`config.mk`:
```
export PLATFORM = sky130hd
export DESIGN_NAME = bsf_flow_unit
export DESIGN_NICKNAME = d
export VERILOG_FILES = /design/src/include/bsf_pkg.sv /design/src/hdl/bsf_cmp.sv /design/src/hdl/bsf_cond.sv /design/src/hdl/bsf_flow_unit.sv
export SDC_FILE = /design/constraint.sdc
export NUM_CORES = 1
export LEC_CHECK = 0
export BUFFER_PORTS_ARGS = -buffer_cell sky130_fd_sc_hd__buf_2
export CAP_MARGIN = 40
export CORE_MARGIN = 5
export CORE_UTILIZATION = 52
export DETAILED_ROUTE_END_ITERATION = 8
export GPL_TIMING_DRIVEN = 0
export HOLD_SLACK_MARGIN = 0.06
export PLACE_DENSITY_LB_ADDON = 0.08
export REMOVE_ABC_BUFFERS = 1
export SYNTH_ARGS = -nofsm -noshare
export SYNTH_HDL_FRONTEND = slang
export SYNTH_HIERARCHICAL = 1
export SYNTH_SLANG_ARGS = --single-unit
```
`constraint.sdc`:
```
create_clock -name mclk -period 3.15 [get_ports mclk]
set_clock_uncertainty 0.2 [all_clocks]
set_input_delay 0.63 -clock mclk [delete_from_list [all_inputs] [get_ports mclk]]
set_output_delay 0.63 -clock mclk [all_outputs]
set_load 0.01 [all_outputs]
```
`src/include/bsf_pkg.sv`:
```
// shared constants and types of the branch, skip and compare unit
package bsf_pkg;
   localparam logic [7:0] CTRL_OFF = 8'h00;
   localparam logic [7:0] PC_OFF = 8'h04;
   localparam logic [7:0] STATUS_REG_OFF = 8'h08;
   localparam logic [7:0] SP_OFF = 8'h0c;
   localparam logic [7:0] STAT_OFF = 8'h10;
   localparam int CTRL_EN_BIT = 0;
   localparam int STAT_CYC_LSB = 0;
   localparam int STAT_BUSY_BIT = 8;
   localparam logic CTRL_EN_RESET = 1'b1;
   localparam logic [15:0] PC_RESET = 16'h0000;
   localparam logic [15:0] SP_RESET = 16'hffff;
   localparam logic [7:0] STATUS_REG_RESET = 8'h00;
   localparam int FLAG_C = 0;
   localparam int FLAG_Z = 1;
   localparam int FLAG_N = 2;
   localparam int FLAG_V = 3;
   localparam int FLAG_S = 4;
   localparam int FLAG_H = 5;
   localparam int FLAG_T = 6;
   localparam int FLAG_I = 7;
   localparam logic [2:0] CYC_SHORT = 3'h1;
   localparam logic [2:0] CYC_BR_TAKEN = 3'h2;
   localparam logic [2:0] CYC_SKIP_ONE = 3'h2;
   localparam logic [2:0] CYC_SKIP_TWO = 3'h3;
   localparam logic [2:0] CYC_CALL = 3'h3;
   localparam logic [2:0] CYC_RET = 3'h4;
   localparam logic [15:0] SKIP_ONE_WORD = 16'h0002;
   localparam logic [15:0] SKIP_TWO_WORD = 16'h0003;

   typedef enum logic [4:0] {
      OP_NONE, OP_COMPARE_SKIP_EQUAL, OP_SKIP_REG_BIT_CLEAR, OP_SKIP_REG_BIT_SET,
      OP_SKIP_IO_BIT_CLEAR, OP_SKIP_IO_BIT_SET, OP_COMPARE_REGS, OP_COMPARE_REGS_CARRY,
      OP_COMPARE_IMMEDIATE, OP_BRANCH_FLAG_SET, OP_BRANCH_FLAG_CLEAR, OP_BRANCH_EQUAL,
      OP_BRANCH_NOT_EQUAL, OP_BRANCH_CARRY_SET, OP_BRANCH_CARRY_CLEAR,
      OP_BRANCH_SAME_HIGHER, OP_BRANCH_LOWER, OP_BRANCH_MINUS, OP_BRANCH_PLUS,
      OP_BRANCH_SIGNED_GE, OP_BRANCH_SIGNED_LT, OP_BRANCH_HALFCARRY_SET,
      OP_BRANCH_HALFCARRY_CLEAR, OP_BRANCH_TBIT_SET, OP_BRANCH_TBIT_CLEAR,
      OP_BRANCH_OVERFLOW_SET, OP_BRANCH_OVERFLOW_CLEAR, OP_INDIRECT_CALL,
      OP_RELATIVE_CALL, OP_SUB_RETURN, OP_INTERRUPT_RETURN
   } bsf_op_t;

   typedef enum logic [1:0] {ST_IDLE = 2'b01, ST_RUN = 2'b10} bsf_state_t;

   typedef struct packed {
      bsf_op_t op;
      logic [7:0] rd_val;
      logic [7:0] rr_val;
      logic [7:0] imm;
      logic [2:0] bsel;
      logic [7:0] io_val;
      logic [11:0] offset;
      logic [15:0] zptr;
      logic next_two_word;
   } bsf_ins_t;

   typedef struct packed {
      logic [15:0] addr;
      logic we;
      logic [7:0] wdata;
   } bsf_stk_t;

   typedef struct packed {
      logic psel;
      logic penable;
      logic pwrite;
      logic [7:0] paddr;
      logic [31:0] pwdata;
   } bsf_apb_req_t;

   typedef struct packed {
      logic [31:0] prdata;
      logic pready;
      logic pslverr;
   } bsf_apb_rsp_t;
endpackage

```
`src/hdl/bsf_cmp.sv`:
```
// compare subtractor producing updated status flags
`timescale 1ns/1ns
module bsf_cmp (
   input wire logic [7:0] a,
   input wire logic [7:0] b,
   input wire logic use_carry,
   input wire logic [7:0] status_in,
   output logic [7:0] status_out
);
   import bsf_pkg::*;
   logic [8:0] diff;
   logic [7:0] r;
   logic v;
   assign diff = {1'b0, a} - {1'b0, b} - {8'h00, use_carry & status_in[FLAG_C]};
   assign r = diff[7:0];
   assign v = (a[7] & ~b[7] & ~r[7]) | (~a[7] & b[7] & r[7]);
   always_comb
   begin
      status_out = status_in;
      status_out[FLAG_C] = diff[8];
      status_out[FLAG_Z] = (r == 8'h00) & (~use_carry | status_in[FLAG_Z]);
      status_out[FLAG_N] = r[7];
      status_out[FLAG_V] = v;
      status_out[FLAG_S] = r[7] ^ v;
      status_out[FLAG_H] = (~a[3] & b[3]) | (b[3] & r[3]) | (r[3] & ~a[3]);
   end
endmodule

```
`src/hdl/bsf_cond.sv`:
```
// condition evaluation for skips and relative branches
`timescale 1ns/1ns
module bsf_cond (
   input wire bsf_pkg::bsf_op_t op,
   input wire logic [7:0] status,
   input wire logic [7:0] rd_val,
   input wire logic [7:0] rr_val,
   input wire logic [2:0] bsel,
   input wire logic [7:0] io_val,
   output logic is_skip,
   output logic is_branch,
   output logic take
);
   import bsf_pkg::*;
   always_comb
   begin
      is_skip = 1'b0;
      is_branch = 1'b1;
      take = 1'b0;
      case (op)
         OP_COMPARE_SKIP_EQUAL: take = (rd_val == rr_val);
         OP_SKIP_REG_BIT_CLEAR: take = ~rr_val[bsel];
         OP_SKIP_REG_BIT_SET: take = rr_val[bsel];
         OP_SKIP_IO_BIT_CLEAR: take = ~io_val[bsel];
         OP_SKIP_IO_BIT_SET: take = io_val[bsel];
         OP_BRANCH_FLAG_SET: take = status[bsel];
         OP_BRANCH_FLAG_CLEAR: take = ~status[bsel];
         OP_BRANCH_CARRY_SET, OP_BRANCH_LOWER: take = status[FLAG_C];
         OP_BRANCH_CARRY_CLEAR, OP_BRANCH_SAME_HIGHER: take = ~status[FLAG_C];
         OP_BRANCH_EQUAL: take = status[FLAG_Z];
         OP_BRANCH_NOT_EQUAL: take = ~status[FLAG_Z];
         OP_BRANCH_MINUS: take = status[FLAG_N];
         OP_BRANCH_PLUS: take = ~status[FLAG_N];
         OP_BRANCH_SIGNED_GE: take = ~(status[FLAG_N] ^ status[FLAG_V]);
         OP_BRANCH_SIGNED_LT: take = status[FLAG_N] ^ status[FLAG_V];
         OP_BRANCH_HALFCARRY_SET: take = status[FLAG_H];
         OP_BRANCH_HALFCARRY_CLEAR: take = ~status[FLAG_H];
         OP_BRANCH_TBIT_SET: take = status[FLAG_T];
         OP_BRANCH_TBIT_CLEAR: take = ~status[FLAG_T];
         OP_BRANCH_OVERFLOW_SET: take = status[FLAG_V];
         OP_BRANCH_OVERFLOW_CLEAR: take = ~status[FLAG_V];
         default: is_branch = 1'b0;
      endcase
      if (op inside {OP_COMPARE_SKIP_EQUAL, OP_SKIP_REG_BIT_CLEAR, OP_SKIP_REG_BIT_SET,
                     OP_SKIP_IO_BIT_CLEAR, OP_SKIP_IO_BIT_SET})
      begin
         is_skip = 1'b1;
         is_branch = 1'b0;
      end
   end
endmodule

```
`src/hdl/bsf_flow_unit.sv`:
```
// program flow execution unit: compares, skips, branches, calls and returns
//
// Chosen here: the register addresses and the APB register port.
`timescale 1ns/1ns
module bsf_flow_unit (
   input wire logic mclk,
   input wire logic rst_n,
   input wire bsf_pkg::bsf_apb_req_t apb_req,
   output bsf_pkg::bsf_apb_rsp_t apb_rsp,
   input wire logic ins_valid,
   input wire bsf_pkg::bsf_ins_t ins,
   output logic ins_ready,
   output logic done,
   output logic [2:0] done_cycles,
   output logic [15:0] pc,
   output logic [7:0] status,
   output bsf_pkg::bsf_stk_t stk,
   input wire logic [7:0] stk_rdata
);
   import bsf_pkg::*;

   bsf_state_t state_q;
   bsf_apb_rsp_t rsp_q;
   bsf_stk_t stk_q;
   logic [2:0] step_q;
   logic [2:0] ncyc_q;
   logic [2:0] done_cyc_q;
   logic [15:0] pc_q;
   logic [15:0] sp_q;
   logic [15:0] tgt_q;
   logic [15:0] ret_q;
   logic [7:0] status_q;
   logic [7:0] hi_q;
   logic [7:0] lo_q;
   logic call_q;
   logic pop_q;
   logic int_ret_q;
   logic done_q;
   logic ready_q;
   logic ctrl_en_q;

   logic accept;
   logic finish;
   logic idle_free;
   logic sw_wr;
   logic is_skip;
   logic is_branch;
   logic take;
   logic is_cmp;
   logic is_call;
   logic is_ret;
   logic [2:0] n_cyc;
   logic [15:0] tgt;
   logic [15:0] ret_addr;
   logic [15:0] rel_tgt;
   logic [7:0] cmp_b;
   logic [7:0] cmp_status;
   logic [31:0] rd_data;
   logic rd_hit;

   assign apb_rsp = rsp_q;
   assign stk = stk_q;
   assign ins_ready = ready_q;
   assign done = done_q;
   assign done_cycles = done_cyc_q;
   assign pc = pc_q;
   assign status = status_q;

   assign accept = ins_valid && ready_q;
   assign finish = (state_q == ST_RUN) && (step_q == ncyc_q - 3'h1);
   assign idle_free = (state_q == ST_IDLE) && !accept;
   assign sw_wr = apb_req.psel && apb_req.penable && rsp_q.pready && apb_req.pwrite;
   assign ret_addr = pc_q + 16'h0001;
   assign rel_tgt = pc_q + {{4{ins.offset[11]}}, ins.offset} + 16'h0001;
   assign cmp_b = (ins.op == OP_COMPARE_IMMEDIATE) ? ins.imm : ins.rr_val;

   bsf_cond u_cond (
      .op(ins.op),
      .status(status_q),
      .rd_val(ins.rd_val),
      .rr_val(ins.rr_val),
      .bsel(ins.bsel),
      .io_val(ins.io_val),
      .is_skip(is_skip),
      .is_branch(is_branch),
      .take(take)
   );

   bsf_cmp u_cmp (
      .a(ins.rd_val),
      .b(cmp_b),
      .use_carry(ins.op == OP_COMPARE_REGS_CARRY),
      .status_in(status_q),
      .status_out(cmp_status)
   );

   // cycle count and next pc of the presented instruction
   always_comb
   begin
      n_cyc = CYC_SHORT;
      tgt = ret_addr;
      is_cmp = 1'b0;
      is_call = 1'b0;
      is_ret = 1'b0;
      if (is_skip && take)
      begin
         n_cyc = ins.next_two_word ? CYC_SKIP_TWO : CYC_SKIP_ONE;
         tgt = pc_q + (ins.next_two_word ? SKIP_TWO_WORD : SKIP_ONE_WORD);
      end
      else if (is_branch && take)
      begin
         n_cyc = CYC_BR_TAKEN;
         tgt = rel_tgt;
      end
      case (ins.op)
         OP_COMPARE_REGS, OP_COMPARE_REGS_CARRY, OP_COMPARE_IMMEDIATE: is_cmp = 1'b1;
         OP_INDIRECT_CALL:
         begin
            n_cyc = CYC_CALL;
            tgt = ins.zptr;
            is_call = 1'b1;
         end
         OP_RELATIVE_CALL:
         begin
            n_cyc = CYC_CALL;
            tgt = rel_tgt;
            is_call = 1'b1;
         end
         OP_SUB_RETURN, OP_INTERRUPT_RETURN:
         begin
            n_cyc = CYC_RET;
            is_ret = 1'b1;
         end
         default: is_cmp = 1'b0;
      endcase
   end

   // sequencer for instructions longer than one cycle
   always_ff @(posedge mclk or negedge rst_n)
   begin
      if (!rst_n)
      begin
         state_q <= ST_IDLE;
         step_q <= 3'h0;
         ncyc_q <= CYC_SHORT;
      end
      else
      begin
         case (state_q)
            ST_IDLE:
               if (accept && n_cyc != CYC_SHORT)
               begin
                  state_q <= ST_RUN;
                  step_q <= 3'h1;
                  ncyc_q <= n_cyc;
               end
            ST_RUN:
               if (finish)
                  state_q <= ST_IDLE;
               else
                  step_q <= step_q + 3'h1;
            default: state_q <= ST_IDLE;
         endcase
      end
   end

   // what a multi-cycle instruction does at its end
   always_ff @(posedge mclk or negedge rst_n)
   begin
      if (!rst_n)
      begin
         tgt_q <= PC_RESET;
         ret_q <= PC_RESET;
         call_q <= 1'b0;
         pop_q <= 1'b0;
         int_ret_q <= 1'b0;
      end
      else if (accept)
      begin
         tgt_q <= tgt;
         ret_q <= ret_addr;
         call_q <= is_call;
         pop_q <= is_ret;
         int_ret_q <= (ins.op == OP_INTERRUPT_RETURN);
      end
   end

   // return address pops: high byte first, then low byte
   always_ff @(posedge mclk or negedge rst_n)
   begin
      if (!rst_n)
      begin
         hi_q <= 8'h00;
         lo_q <= 8'h00;
      end
      else if (state_q == ST_RUN && pop_q)
      begin
         if (step_q == 3'h1)
            hi_q <= stk_rdata;
         if (step_q == 3'h2)
            lo_q <= stk_rdata;
      end
   end

   // stack port: push low at sp then high at sp-1
   always_ff @(posedge mclk or negedge rst_n)
   begin
      if (!rst_n)
         stk_q <= '0;
      else if (accept && is_call)
      begin
         stk_q.addr <= sp_q;
         stk_q.we <= 1'b1;
         stk_q.wdata <= ret_addr[7:0];
      end
      else if (accept && is_ret)
      begin
         stk_q.addr <= sp_q + 16'h0001;
         stk_q.we <= 1'b0;
      end
      else if (state_q == ST_RUN && step_q == 3'h1 && call_q)
      begin
         stk_q.addr <= sp_q - 16'h0001;
         stk_q.wdata <= ret_q[15:8];
      end
      else if (state_q == ST_RUN && step_q == 3'h1 && pop_q)
         stk_q.addr <= sp_q + 16'h0002;
      else
         stk_q.we <= 1'b0;
   end

   always_ff @(posedge mclk or negedge rst_n)
   begin
      if (!rst_n)
         pc_q <= PC_RESET;
      else if (accept && n_cyc == CYC_SHORT)
         pc_q <= tgt;
      else if (finish)
         pc_q <= pop_q ? {hi_q, lo_q} : tgt_q;
      else if (sw_wr && apb_req.paddr == PC_OFF && idle_free)
         pc_q <= apb_req.pwdata[15:0];
   end

   // hardware flag updates take priority over a software write
   always_ff @(posedge mclk or negedge rst_n)
   begin
      if (!rst_n)
         status_q <= STATUS_REG_RESET;
      else if (accept && is_cmp)
         status_q <= cmp_status;
      else if (finish && int_ret_q)
         status_q[FLAG_I] <= 1'b1;
      else if (sw_wr && apb_req.paddr == STATUS_REG_OFF && idle_free)
         status_q <= apb_req.pwdata[7:0];
   end

   always_ff @(posedge mclk or negedge rst_n)
   begin
      if (!rst_n)
         sp_q <= SP_RESET;
      else if (finish && call_q)
         sp_q <= sp_q - 16'h0002;
      else if (finish && pop_q)
         sp_q <= sp_q + 16'h0002;
      else if (sw_wr && apb_req.paddr == SP_OFF && idle_free)
         sp_q <= apb_req.pwdata[15:0];
   end

   always_ff @(posedge mclk or negedge rst_n)
   begin
      if (!rst_n)
      begin
         done_q <= 1'b0;
         done_cyc_q <= 3'h0;
         ready_q <= 1'b0;
      end
      else
      begin
         done_q <= (accept && n_cyc == CYC_SHORT) || finish;
         if (accept && n_cyc == CYC_SHORT)
            done_cyc_q <= n_cyc;
         else if (finish)
            done_cyc_q <= ncyc_q;
         ready_q <= ctrl_en_q &&
                    (((state_q == ST_IDLE) && !(accept && n_cyc != CYC_SHORT)) || finish);
      end
   end

   always_ff @(posedge mclk or negedge rst_n)
   begin
      if (!rst_n)
         ctrl_en_q <= CTRL_EN_RESET;
      else if (sw_wr && apb_req.paddr == CTRL_OFF)
         ctrl_en_q <= apb_req.pwdata[CTRL_EN_BIT];
   end

   // register read mux
   always_comb
   begin
      rd_data = 32'h0000_0000;
      rd_hit = 1'b1;
      case (apb_req.paddr)
         CTRL_OFF: rd_data[CTRL_EN_BIT] = ctrl_en_q;
         PC_OFF: rd_data[15:0] = pc_q;
         STATUS_REG_OFF: rd_data[7:0] = status_q;
         SP_OFF: rd_data[15:0] = sp_q;
         STAT_OFF:
         begin
            rd_data[STAT_CYC_LSB +: 3] = done_cyc_q;
            rd_data[STAT_BUSY_BIT] = (state_q == ST_RUN);
         end
         default: rd_hit = 1'b0;
      endcase
   end

   // apb answer: one wait state in every access phase
   always_ff @(posedge mclk or negedge rst_n)
   begin
      if (!rst_n)
         rsp_q <= '0;
      else
      begin
         rsp_q.pready <= apb_req.psel && apb_req.penable && !rsp_q.pready;
         if (apb_req.psel && apb_req.penable && !rsp_q.pready)
         begin
            rsp_q.prdata <= apb_req.pwrite ? 32'h0000_0000 : rd_data;
            rsp_q.pslverr <= !rd_hit;
         end
         else
         begin
            rsp_q.prdata <= 32'h0000_0000;
            rsp_q.pslverr <= 1'b0;
         end
      end
   end

   skip_equal_a: assert property (@(posedge mclk) disable iff (!rst_n)
      accept && ins.op == OP_COMPARE_SKIP_EQUAL && ins.rd_val == ins.rr_val && !ins.next_two_word
      |-> ##2 done_q && pc_q == $past(pc_q, 2) + 16'h0002)
      else $error("equal compare skip wrong");

   skip_long_a: assert property (@(posedge mclk) disable iff (!rst_n)
      accept && is_skip && take && ins.next_two_word
      |-> ##1 !done_q ##1 !done_q ##1 done_q && done_cyc_q == 3'h3)
      else $error("long skip cycle count wrong");

   noskip_a: assert property (@(posedge mclk) disable iff (!rst_n)
      accept && ins.op == OP_SKIP_REG_BIT_CLEAR && ins.rr_val[ins.bsel]
      |=> done_q && pc_q == $past(pc_q) + 16'h0001 && done_cyc_q == 3'h1)
      else $error("register bit skip taken wrongly");

   io_skip_a: assert property (@(posedge mclk) disable iff (!rst_n)
      accept && ins.op == OP_SKIP_IO_BIT_SET && ins.io_val[ins.bsel] && !ins.next_two_word
      |=> !ready_q ##1 done_q && pc_q == $past(pc_q, 2) + 16'h0002)
      else $error("io bit set skip wrong");

   cmp_flags_a: assert property (@(posedge mclk) disable iff (!rst_n)
      accept && is_cmp |=> done_q && status_q == $past(cmp_status)
         && pc_q == $past(pc_q) + 16'h0001)
      else $error("compare flags or timing wrong");

   branch_taken_a: assert property (@(posedge mclk) disable iff (!rst_n)
      accept && is_branch && take
      |-> ##2 done_q && done_cyc_q == 3'h2 && pc_q == $past(rel_tgt, 2))
      else $error("taken branch wrong");

   signed_ge_a: assert property (@(posedge mclk) disable iff (!rst_n)
      accept && ins.op == OP_BRANCH_SIGNED_GE && (status_q[FLAG_N] ^ status_q[FLAG_V])
      |=> done_q && pc_q == $past(pc_q) + 16'h0001)
      else $error("signed branch taken wrongly");

   ind_call_a: assert property (@(posedge mclk) disable iff (!rst_n)
      accept && ins.op == OP_INDIRECT_CALL
      |-> ##3 done_q && pc_q == $past(ins.zptr, 3) && status_q == $past(status_q, 3))
      else $error("indirect call wrong");

   push_ret_a: assert property (@(posedge mclk) disable iff (!rst_n)
      accept && is_call |=> stk_q.we && {8'h00, stk_q.wdata} == ($past(ret_addr) & 16'h00ff)
         ##1 stk_q.we && stk_q.addr == $past(sp_q, 2) - 16'h0001
         && {stk_q.wdata, 8'h00} == ($past(ret_addr, 2) & 16'hff00))
      else $error("return address push wrong");

   int_return_a: assert property (@(posedge mclk) disable iff (!rst_n)
      accept && ins.op == OP_INTERRUPT_RETURN && !status_q[FLAG_I]
      |-> ##4 done_q && status_q[FLAG_I] && sp_q == $past(sp_q, 4) + 16'h0002)
      else $error("interrupt return wrong");
endmodule

```
==> impl_metrics.json, run 1 <==
{
  "outcome": "complete, but fails checks",
  "failed_checks": "setup timing",
  "grt_pass1_wl_um": 59400,
  "via_count": 11200,
  "finalSetupViolations": 32,
  "cts_made_buffers": 17,
  "final_util": 0.651,
  "clockRootBuffer": "clkbuf_16",
  "grt_use_total": 0.312,
  "rows": 53,
  "drt-met1-wl_um": 16400,
  "cp_slowest_cell": "nand2_1",
  "numClockSinks": 140,
  "routed_wl_um": 39400,
  "nFillCells": 1767,
  "fin_crit_sh": 1.08,
  "syn_avg_cell_area_um2": 8.48,
  "synth_top_area_cell": "dfrtp_1",
  "critPathRequiredTime_ns": 3.26,
  "reg2reg_slack_ns": -0.19,
  "r2r_cells": 14,
  "hold_start": "stk_rdata[4]",
  "clk_pin_slew_ns": 0.06,
  "synth.most_common_cell": "nand2_1",
  "hold_class": "in -> reg",
  "worst_slack_ns": -0.259,
  "synthCells": 1308,
  "hold_path_depth": 2,
  "r2r-end": "tgt_q[11]$_DFFE_PN0P_",
  "synth_common_cells": "nand2_1, dfrtp_1, nor2_1, a21oi_1",
  "dp_hpwl_um": 28200,
  "route.detailed.drc": 0,
  "yosys_warnings": 6,
  "path_class": "in -> reg",
  "core_um2": 21000,
  "slowest_delay_ns": 0.80,
  "ys_ff_latch": 140,
  "ys.flop_type": "dfrtp_1",
  "r2r-start": "status[2]$_DFFE_PN0P_",
  "overflow": 0,
  "dp.cells": 1691,
  "gp_congestion": 0.986,
  "drv_cap": 0,
  "initial_core_util": 0.527,
  "rsz0062_at_grt": "true",
  "async_flop_share": 1.00,
  "crit_fanout": 21,
  "whs_ns": 0.237,
  "clk_latency_ns": 0.44,
  "slew_viol_final": 0,
  "wl_met2_um": 18000,
  "syn2layout_area_growth_pct": 23.4,
  "powerDensity_nw_per_um2": 354,
  "synth_area_leaders": "dfrtp_1, nand2_1, ha_1, dfstp_2, nor2_1",
  "holdPathEnd": "lo_q[4]$_DFFE_PN0P_",
  "drt_iter0_drc": 1161,
  "die_w_um": 156,
  "syn_area_um2": 11100,
  "grt_max_degree": 92,
  "slew-limit-headroom": 0.317,
  "peakVddDrop_mv": 0.355,
  "synth_top_area_frac": 0.273,
  "final_antenna_net_count": 0,
  "die_area_um2": 24300,
  "p_leak_nw": 6.22,
  "final_cells": 1790,
  "die_y_um": 156,
  "crit_chain": "buf_12 > buf_4 > buf_4 > and2_1 > nand2_1 > nand2_1 > nand2_1 > nand2_1 > a221oi_1 > a21oi_1",
  "cp-start-kind": "primary input",
  "seq_area_frac_synth": 0.318,
  "finalPower_w": 0.00485,
  "synth_edf_count": 0,
  "routedWlPerCell_um": 22.0,
  "routed.top_layer": "met4",
  "drive_above_1_share": 0.296,
  "hold_violations": 0,
  "cp-end-kind": "flip-flop",
  "port_buffers": 178,
  "cts_tree": "built",
  "synth.distinct_cells": 95,
  "cpMostUsedCell": "nand2_1",
  "fin_setup_tns_ns": -3.43,
  "routed_via_density": 6.23,
  "n_antenna_cell": 0,
  "period_needed_ns": 3.41,
  "firstDrtPassIters": 5,
  "arrival_ns": 3.52,
  "nNetsFinal": 1671,
  "grt_pass1_vias": 10400,
  "antenna_found_initial": 0,
  "htreeDepth": 4,
  "tightest_slew_ns": 1.02,
  "pin_count": 211,
  "clk_path_buf_depth": 2,
  "wl_met3_um": 3330,
  "fmax_mhz": 293
}
[area by class of cell]
type,count,area [µm²],share of cell area
Clock buffer,19,433,0.0316
Clock inverter,13,144,0.0105
Inverter,52,195,0.0143
Multi-Input combinational cell,1034,7340,0.537
Tap cell,275,344,0.0251
Timing Repair Buffer,257,1690,0.123
Sequential cell,140,3540,0.259
[sequential cells by signal, indices dropped and copies added, names as in the netlist, 2 cells and up]
signal	cells
ret_q	8
step_q	3
apb_rsp	18
tgt_q	16
pc	16
state_q	2
lo_q	8
status	8
done_cycles	3
ncyc_q	3
stk	25
sp_q	16
hi_q	8
[logic make-up after synthesis]
logic type,after synthesis,share of synthesized area
AOI/OAI and AO/OA,337,0.199
adders and majority gates,46,0.0539
and+or+nand+nor,470,0.209
other,1,0.000338
buffers and inverters,150,0.0638
muxes,88,0.0939
xor gates and xnor gates,76,0.0621
DFF,140,0.318
[repair_timing]
action,4_1_cts,5_1_grt
hold buffers,1,0
gates cloned,0,1
endpoints found under the hold margin,45,0
setup buffers,44,21
pin swaps,21,33
setup endpoints to repair,67,60
gates resized for setup,97,43
[critical path: cells and delay by family]
kind	cells	cell delay, ns
compound gates	2	0.53
simple gates	5	1.90
buf+inv	3	0.43
[metrics by stage]
step	setup slack, ns	area [µm²]
6_report	-0.259	13700
5_1_grt	-0.357	13700
4_1_cts	-0.277	13300
3_5_place_dp	-1.50	12000
3_3_place_gp	-1.93	11900
2_1_floorplan	-0.707	10600
[layout by cell type (no fill, tap or decap), types with 9 or more instances in the layout]
master / instances
mux2i_1: 44
nor3_1: 19
a21oi_2: 10
conb_1: 16
nor4_1: 9
xnor2_1: 37
dfrtp_2: 10
nor2b_1: 12
buf_6: 16
clkbuf_16: 17
nor2_1: 112
buf_2: 173
inv_1: 49
nand2_1: 156
and3_1: 11
nand3_1: 39
o21ai_1: 49
o211ai_1: 11
nand4_1: 13
a211oi_1: 25
ha_1: 38
mux2_2: 23
a21oi_1: 67
o22ai_1: 9
buf_4: 57
a31oi_1: 19
o21ai_0: 30
dfrtp_1: 111
xor2_1: 36
and2_1: 10
dfstp_2: 19
nand2b_1: 12
[per-layer routing]
metal / track usage / vias up
met3: 0.0402 / 114
met2: 0.492 / 611
met4: 0.135 / 0
met5: 0 / -
met1: 0.434 / 5317
li1: - / 5116
[how the worst max path moves through the flow]
stage,startpoint,end,slack [ns],cells past startpoint
6_report,ins[67],stk[19]$_DFFE_PN0P_,-0.26,10
5_1_grt,ins[66],status[1]$_DFFE_PN0P_,-0.36,16
4_1_cts,ins[66],status[1]$_DFFE_PN0P_,-0.28,16
3_5_place_dp,ins[67],status[1]$_DFFE_PN0P_,-1.50,15
3_3_place_gp,ins[67],pc[12]$_DFFE_PN0P_,-1.93,12
2_1_floorplan,ins[39],pc[11]$_DFFE_PN0P_,-0.71,10
[report_power, final]
| part | internal, W | total, W | switching (W) |
|---|---|---|---|
| Combinational | 0.000423 | 0.000929 | 0.000506 |
| Sequential | 0.00183 | 0.00189 | 0.0000566 |
| Clock | 0.00117 | 0.00203 | 0.000862 |
| Total | 0.00342 | 0.00485 | 0.00142 |
No activity file was read; power rests on OpenSTA's default activity.
==> run 2, diff against run 1 <==
--- a/config.mk
+++ b/config.mk
@@ -15,2 +15,3 @@
 export PLACE_DENSITY_LB_ADDON = 0.08
+export RECOVER_POWER = 100
 export REMOVE_ABC_BUFFERS = 1
==> constraint.sdc (replaced) <==
create_clock -name mclk -period 3.15 [get_ports mclk]
set_clock_uncertainty 0.2 [all_clocks]
set_input_delay 0.315 -clock mclk [delete_from_list [all_inputs] [get_ports mclk]]
set_output_delay 0.315 -clock mclk [all_outputs]
set_load 0.01 [all_outputs]
==> impl_metrics.json, run 2 (synthesized netlist as in run 1, its figures left out) <==
{
  "initial_core_util": 0.527,
  "r2r-start": "status[3]$_DFFE_PN0P_",
  "outcome": "complete, but fails checks",
  "drt-met1-wl_um": 16300,
  "failed_checks": "setup timing",
  "hold_violations": 0,
  "htreeDepth": 4,
  "period_needed_ns": 3.36,
  "placed_area_um2": 12000,
  "fin_setup_tns_ns": -1.97,
  "final_cells": 1798,
  "critPathRequiredTime_ns": 3.26,
  "grt_use_total": 0.311,
  "slew-limit-headroom": 0.195,
  "clk_latency_ns": 0.43,
  "die_y_um": 156,
  "mostFrequentLayoutCell": "nand2_1",
  "peakVddDrop_mv": 0.331,
  "powerDensity_nw_per_um2": 356,
  "firstDrtPassIters": 6,
  "dp_hpwl_um": 28200,
  "wl_met2_um": 17700,
  "largest_reg_flops": 25,
  "path_class": "reg -> reg",
  "routed_via_density": 6.22,
  "slew_viol_final": 0,
  "port_buffers": 178,
  "pin_count": 211,
  "overflow": 0,
  "p_clk_frac": 0.421,
  "cts_tree": "built",
  "cts_made_buffers": 17,
  "fin_crit_sh": 1.07,
  "hold_path_depth": 3,
  "most-common-layout-cells": "nand2_1, buf_2, nor2_1",
  "final_antenna_net_count": 0,
  "wl_met3_um": 3520,
  "cp-end-kind": "flip-flop",
  "syn2layout_area_growth_pct": 21.4,
  "die_area_um2": 24300,
  "reg2reg_slack_ns": -0.21,
  "finalSetupViolations": 29,
  "hold_class": "in -> reg",
  "tightest_slew_ns": 1.21,
  "gp_congestion": 0.986,
  "drive_above_1_share": 0.234,
  "crit_fanout": 7,
  "arrival_ns": 3.48,
  "power_frac_comb": 0.185,
  "n_antenna_cell": 0,
  "clockRootBuffer": "clkbuf_16",
  "drt_iter0_drc": 1119,
  "drv_cap": 0,
  "numClockSinks": 140,
  "routed_wl_um": 39100,
  "routedWlPerCell_um": 21.7,
  "intPower_w": 0.00340,
  "grt_pass1_wl_um": 59200,
  "grt_max_degree": 92,
  "worst_slack_ns": -0.214,
  "r2r-end": "tgt_q[11]$_DFFE_PN0P_",
  "grt_pass1_vias": 10500,
  "antenna_found_initial": 0,
  "core_um2": 21000,
  "clk_path_buf_depth": 2,
  "rsz0062_at_grt": "true",
  "nNetsFinal": 1679,
  "clk_pin_slew_ns": 0.07,
  "startpoint": "status[3]$_DFFE_PN0P_",
  "switching_share": 0.291,
  "p_leak_nw": 5.94,
  "dp.cells": 1691,
  "rows": 53,
  "cp-start-kind": "flip-flop",
  "critPathCapture": "tgt_q[11]$_DFFE_PN0P_",
  "routed.top_layer": "met4",
  "r2r_cells": 14,
  "route.detailed.drc": 0,
  "pwr-share-seq": 0.394,
  "die_w_um": 156,
  "fmax_mhz": 297,
  "via_count": 11200,
  "whs_ns": 0.0434,
  "p_switching_w": 0.00139,
  "stdcell_area_um2": 13500
}
run 2: worst min-delay path by stage:
| stage | startpoint | endpoint | slack, ns |
|---|---|---|---|
| finish | ins[3] | tgt_q[2]$_DFFE_PN0P_ | 0.04 |
| global route | apb_req[2] | status[2]$_DFFE_PN0P_ | 0.08 |
| CTS | apb_req[2] | status[2]$_DFFE_PN0P_ | 0.06 |
| detailed placement | rst_n | stk[7]$_DFFE_PN0P_ | 0.09 |
| global placement | stk[10]$_DFFE_PN0P_ | stk[10]$_DFFE_PN0P_ | 0.25 |
| floorplan | rst_n | apb_rsp[0]$_DFF_PN0_ | -0.18 |
run 2: layer usage:
metal | global-route usage | up-vias
met3 | 0.0510 | 107
met4 | 0.125 | 0
li1 | - | 5121
met2 | 0.490 | 641
met1 | 0.429 | 5311
met5 | 0 | -
run 2: layout make-up:
| cell class | instances | area, µm² |
|---|---|---|
| timing repair buffer | 266 | 1590 |
| sequential | 140 | 3540 |
| clock inverter | 13 | 144 |
| clock buffer | 19 | 433 |
| inverter | 52 | 195 |
| tap | 275 | 344 |
| multi-input combinational | 1033 | 7210 |
| fill | 1841 | 7570 |
run 2: critical path, cell delays in order, from the launching register on:
cell and delay [ns]:
dfrtp_2 0.43, mux4_2 0.47, mux2_4 0.29, nand2_4 0.07, nand3_2 0.08, nor2_1 0.12, nand4b_1 0.13, buf_6 0.15
buf_6 0.11, o21ai_4 0.09, a22o_1 0.25, o21ai_1 0.12, a21oi_1 0.09, a221o_1 0.35, mux2_4 0.28
run 2: per-stage QoR:
stage	utilization	power, W	worst slack (ns)
finish	0.640	0.00479	-0.214
global route	0.640	0.00496	-0.264
CTS	0.635	0.00474	-0.107
detailed placement	0.573	0.00262	-1.18
global placement	0.564	0.00260	-1.62
floorplan	-	0.00232	-0.520
run 2: power groups by stage:
stage | Sequential (W) | Clock (W) | Combinational (W)
floorplan | 0.00190 | 0 | 0.000418
global placement | 0.00192 | 0 | 0.000687
detailed placement | 0.00192 | 0 | 0.000706
CTS | 0.00188 | 0.00203 | 0.000826
global route | 0.00189 | 0.00210 | 0.000963
finish | 0.00189 | 0.00202 | 0.000887
run 2: repair_timing:
action / in CTS / in global routing
endpoints found under the setup margin: 66 / 59
cloned: 0 / 0
resized for setup: 69 / 36
hold buffers: 26 / 0
pin swaps: 15 / 26
setup buffers: 32 / 16
hold endpoints to repair: 85 / 0
==> run 3, diff against run 2 <==
Settings changed: ABC_AREA set to 1, CORE_UTILIZATION 52 to 53, CTS_CLUSTER_DIAMETER set to 30.
==> impl_metrics.json, run 3 <==
{
  "slew_viol_final": 0,
  "largest_reg_flops": 25,
  "cp-end-kind": "flip-flop",
  "multiInputGateArea_um2": 7360,
  "clk_pin_slew_ns": 0.07,
  "routed_via_density": 5.45,
  "htreeDepth": 4,
  "synth_edf_count": 0,
  "final_cells": 2400,
  "r2r-end": "stk[12]$_DFFE_PN0P_",
  "r2r-start": "ins_ready$_DFF_PN0_",
  "critPathRequiredTime_ns": 3.32,
  "routedWlPerCell_um": 17.6,
  "clk_latency_ns": 0.43,
  "cts_made_buffers": 17,
  "crit_fanout": 21,
  "cp-start-kind": "flip-flop",
  "initial_core_util": 0.533,
  "p_leak_nw": 7.32,
  "synth.distinct_cells": 67,
  "route.detailed.drc": 0,
  "r2r_cells": 9,
  "die_y_um": 163,
  "peakVddDrop_mv": 0.279,
  "startpoint": "ins_ready$_DFF_PN0_",
  "regArea_um2": 3530,
  "tightest_slew_ns": 1.28,
  "syn_area_um2": 12400,
  "drv_cap": 0,
  "clk_path_buf_depth": 2,
  "synth_area_leaders": "dfrtp_1, nand2_1, inv_1, nor2_1, nand3_1",
  "drive_above_1_share": 0.132,
  "core_um2": 23300,
  "synth_common_cells": "nand2_1, inv_1, nor2_1, nand3_1, dfrtp_1",
  "seq_area_frac_synth": 0.284,
  "critPathCapture": "stk[12]$_DFFE_PN0P_",
  "routed_wl_um": 42300,
  "async_flop_share": 1.00,
  "finalSetupViolations": 0,
  "synth_top_area_frac": 0.244,
  "period_needed_ns": 3.03,
  "clockRootBuffer": "clkbuf_16",
  "ys.flop_type": "dfrtp_1",
  "grt_max_degree": 91,
  "hold_start": "ins[12]",
  "hold_violations": 0,
  "synth_top_area_cell": "dfrtp_1",
  "final_util": 0.609,
  "die_w_um": 163,
  "numClockSinks": 140,
  "antenna_found_initial": 0,
  "syn2layout_area_growth_pct": 14.1,
  "synth.most_common_cell": "nand2_1",
  "rows": 56,
  "powerDensity_nw_per_um2": 358,
  "most-common-layout-cells": "nand2_1, inv_1, nor2_1",
  "grt_use_total": 0.314,
  "grt_pass1_wl_um": 66200,
  "syn_avg_cell_area_um2": 6.55,
  "fmax_mhz": 330,
  "mostFrequentLayoutCell": "nand2_1",
  "nFillCells": 2384,
  "via_count": 13100,
  "synthCells": 1894,
  "cts_tree": "built",
  "slew-limit-headroom": 0.146,
  "finalPower_w": 0.00506,
  "reg2reg_slack_ns": 0.12,
  "gp_congestion": 1.02,
  "path_class": "reg -> reg",
  "dp.cells": 2336,
  "hold_class": "in -> reg",
  "final_antenna_net_count": 0,
  "outcome": "finished, final reports clean",
  "arrival_ns": 3.20,
  "nNetsFinal": 2236,
  "fin_crit_sh": 0.962,
  "die_area_um2": 26600,
  "ys_ff_latch": 140,
  "pin_count": 211,
  "drt_iter0_drc": 1175,
  "firstDrtPassIters": 6,
  "overflow": 0,
  "port_buffers": 178,
  "grt_pass1_vias": 12600,
  "yosys_warnings": 6,
  "dp_hpwl_um": 32000
}
==> run 3: changes by cell type in the layout (fill, tap and decap cells not counted), sizes merged, moves of 13 or more <==
cell    delta
nand2    +423
inv      +230
nand3     +91
nor2      +80
buf       -63
mux2i     -44
a211oi    -28
o21ai     +25
xnor2     -25
mux2      -21
clkbuf    +13
nor2b     -13
o211ai    +13
xor2      +13
==> run 3: cell families (layout without fill, tap and decap cells) <==
kind of cell,after synthesis,count (layout),share of synthesized area
compound gates,279,280,0.133
xor+xnor,63,63,0.0445
fa+ha+maj,46,46,0.0482
buf+inv,363,531,0.129
flops,140,140,0.284
mux,16,16,0.0145
other cells,1,17,0.000302
simple gates,986,988,0.346
==> run 3: how the worst min path moves through the flow <==
stage	end	slack, ns	cells past startpoint
5_1_grt	status[3]$_DFFE_PN0P_	0.08	3
6_report	tgt_q[11]$_DFFE_PN0P_	0.08	5
2_1_floorplan	apb_rsp[0]$_DFF_PN0_	-0.18	0
3_5_place_dp	stk[15]$_DFFE_PN0P_	0.1	1
4_1_cts	status[3]$_DFFE_PN0P_	0.06	3
3_3_place_gp	apb_rsp[1]$_DFF_PN0_	0.25	1
==> run 3: timing repair <==
item                                    4_1_cts  5_1_grt
cloned                                        3        1
setup buffers                                 8        0
hold buffers                                 19        0
endpoints found under the hold margin        79        0
endpoints found under the setup margin       22       26
pin swaps                                     3        1
resized for setup                             3        8
==> run 3: per-stage QoR <==
step | setup TNS [ns] | area, µm² | worst slack (ns) | hold slack, ns
final | 0 | 14200 | 0.119 | 0.0783
after global routing | -0.0252 | 14200 | -0.0170 | 0.0822
after CTS | 0 | 14300 | 0.0284 | 0.0601
after detailed placement | -15.65 | 13300 | -0.847 | 0.0953
after global placement | -77.07 | 13200 | -0.840 | 0.252
after floorplan | 0 | 12000 | 0.362 | -0.181
==> run 3: worst max-delay path: stages, from the launching register on <==
cell and delay, ns:
dfrtp_1 0.38, nand2_1 0.44, inv_2 0.16, nand2_2 0.46, nand2_2 0.41, nand2_4 0.33
inv_1 0.22, o211ai_1 0.14, nand4_1 0.14, nand2_1 0.08
==> run 3: area by class of cell <==
class	count	share of cell area
tap	319	0.0282
antenna	1	0.000177
timing repair inverter	1	0.000530
multi-input combinational	1409	0.520
inverter	288	0.0773
clock buffer	18	0.0310
timing repair buffer	210	0.0808
sequential	140	0.249
clock inverter	14	0.0127
==> run 3: layer usage <==
layer | share of wire | track usage | vias up
li1 | - | - | 6350
met1 | 0.42 | 0.406 | 6101
met2 | 0.48 | 0.535 | 529
met3 | 0.068 | 0.0437 | 101
met4 | 0.036 | 0.119 | 0
met5 | 0 | 0 | -
==> run 3: where the power goes <==
| part | total, W | switching, W | internal [W] |
|---|---|---|---|
| clock | 0.00215 | 0.000863 | 0.00128 |
| combinational | 0.000996 | 0.000640 | 0.000356 |
| sequential | 0.00192 | 0.0000731 | 0.00185 |
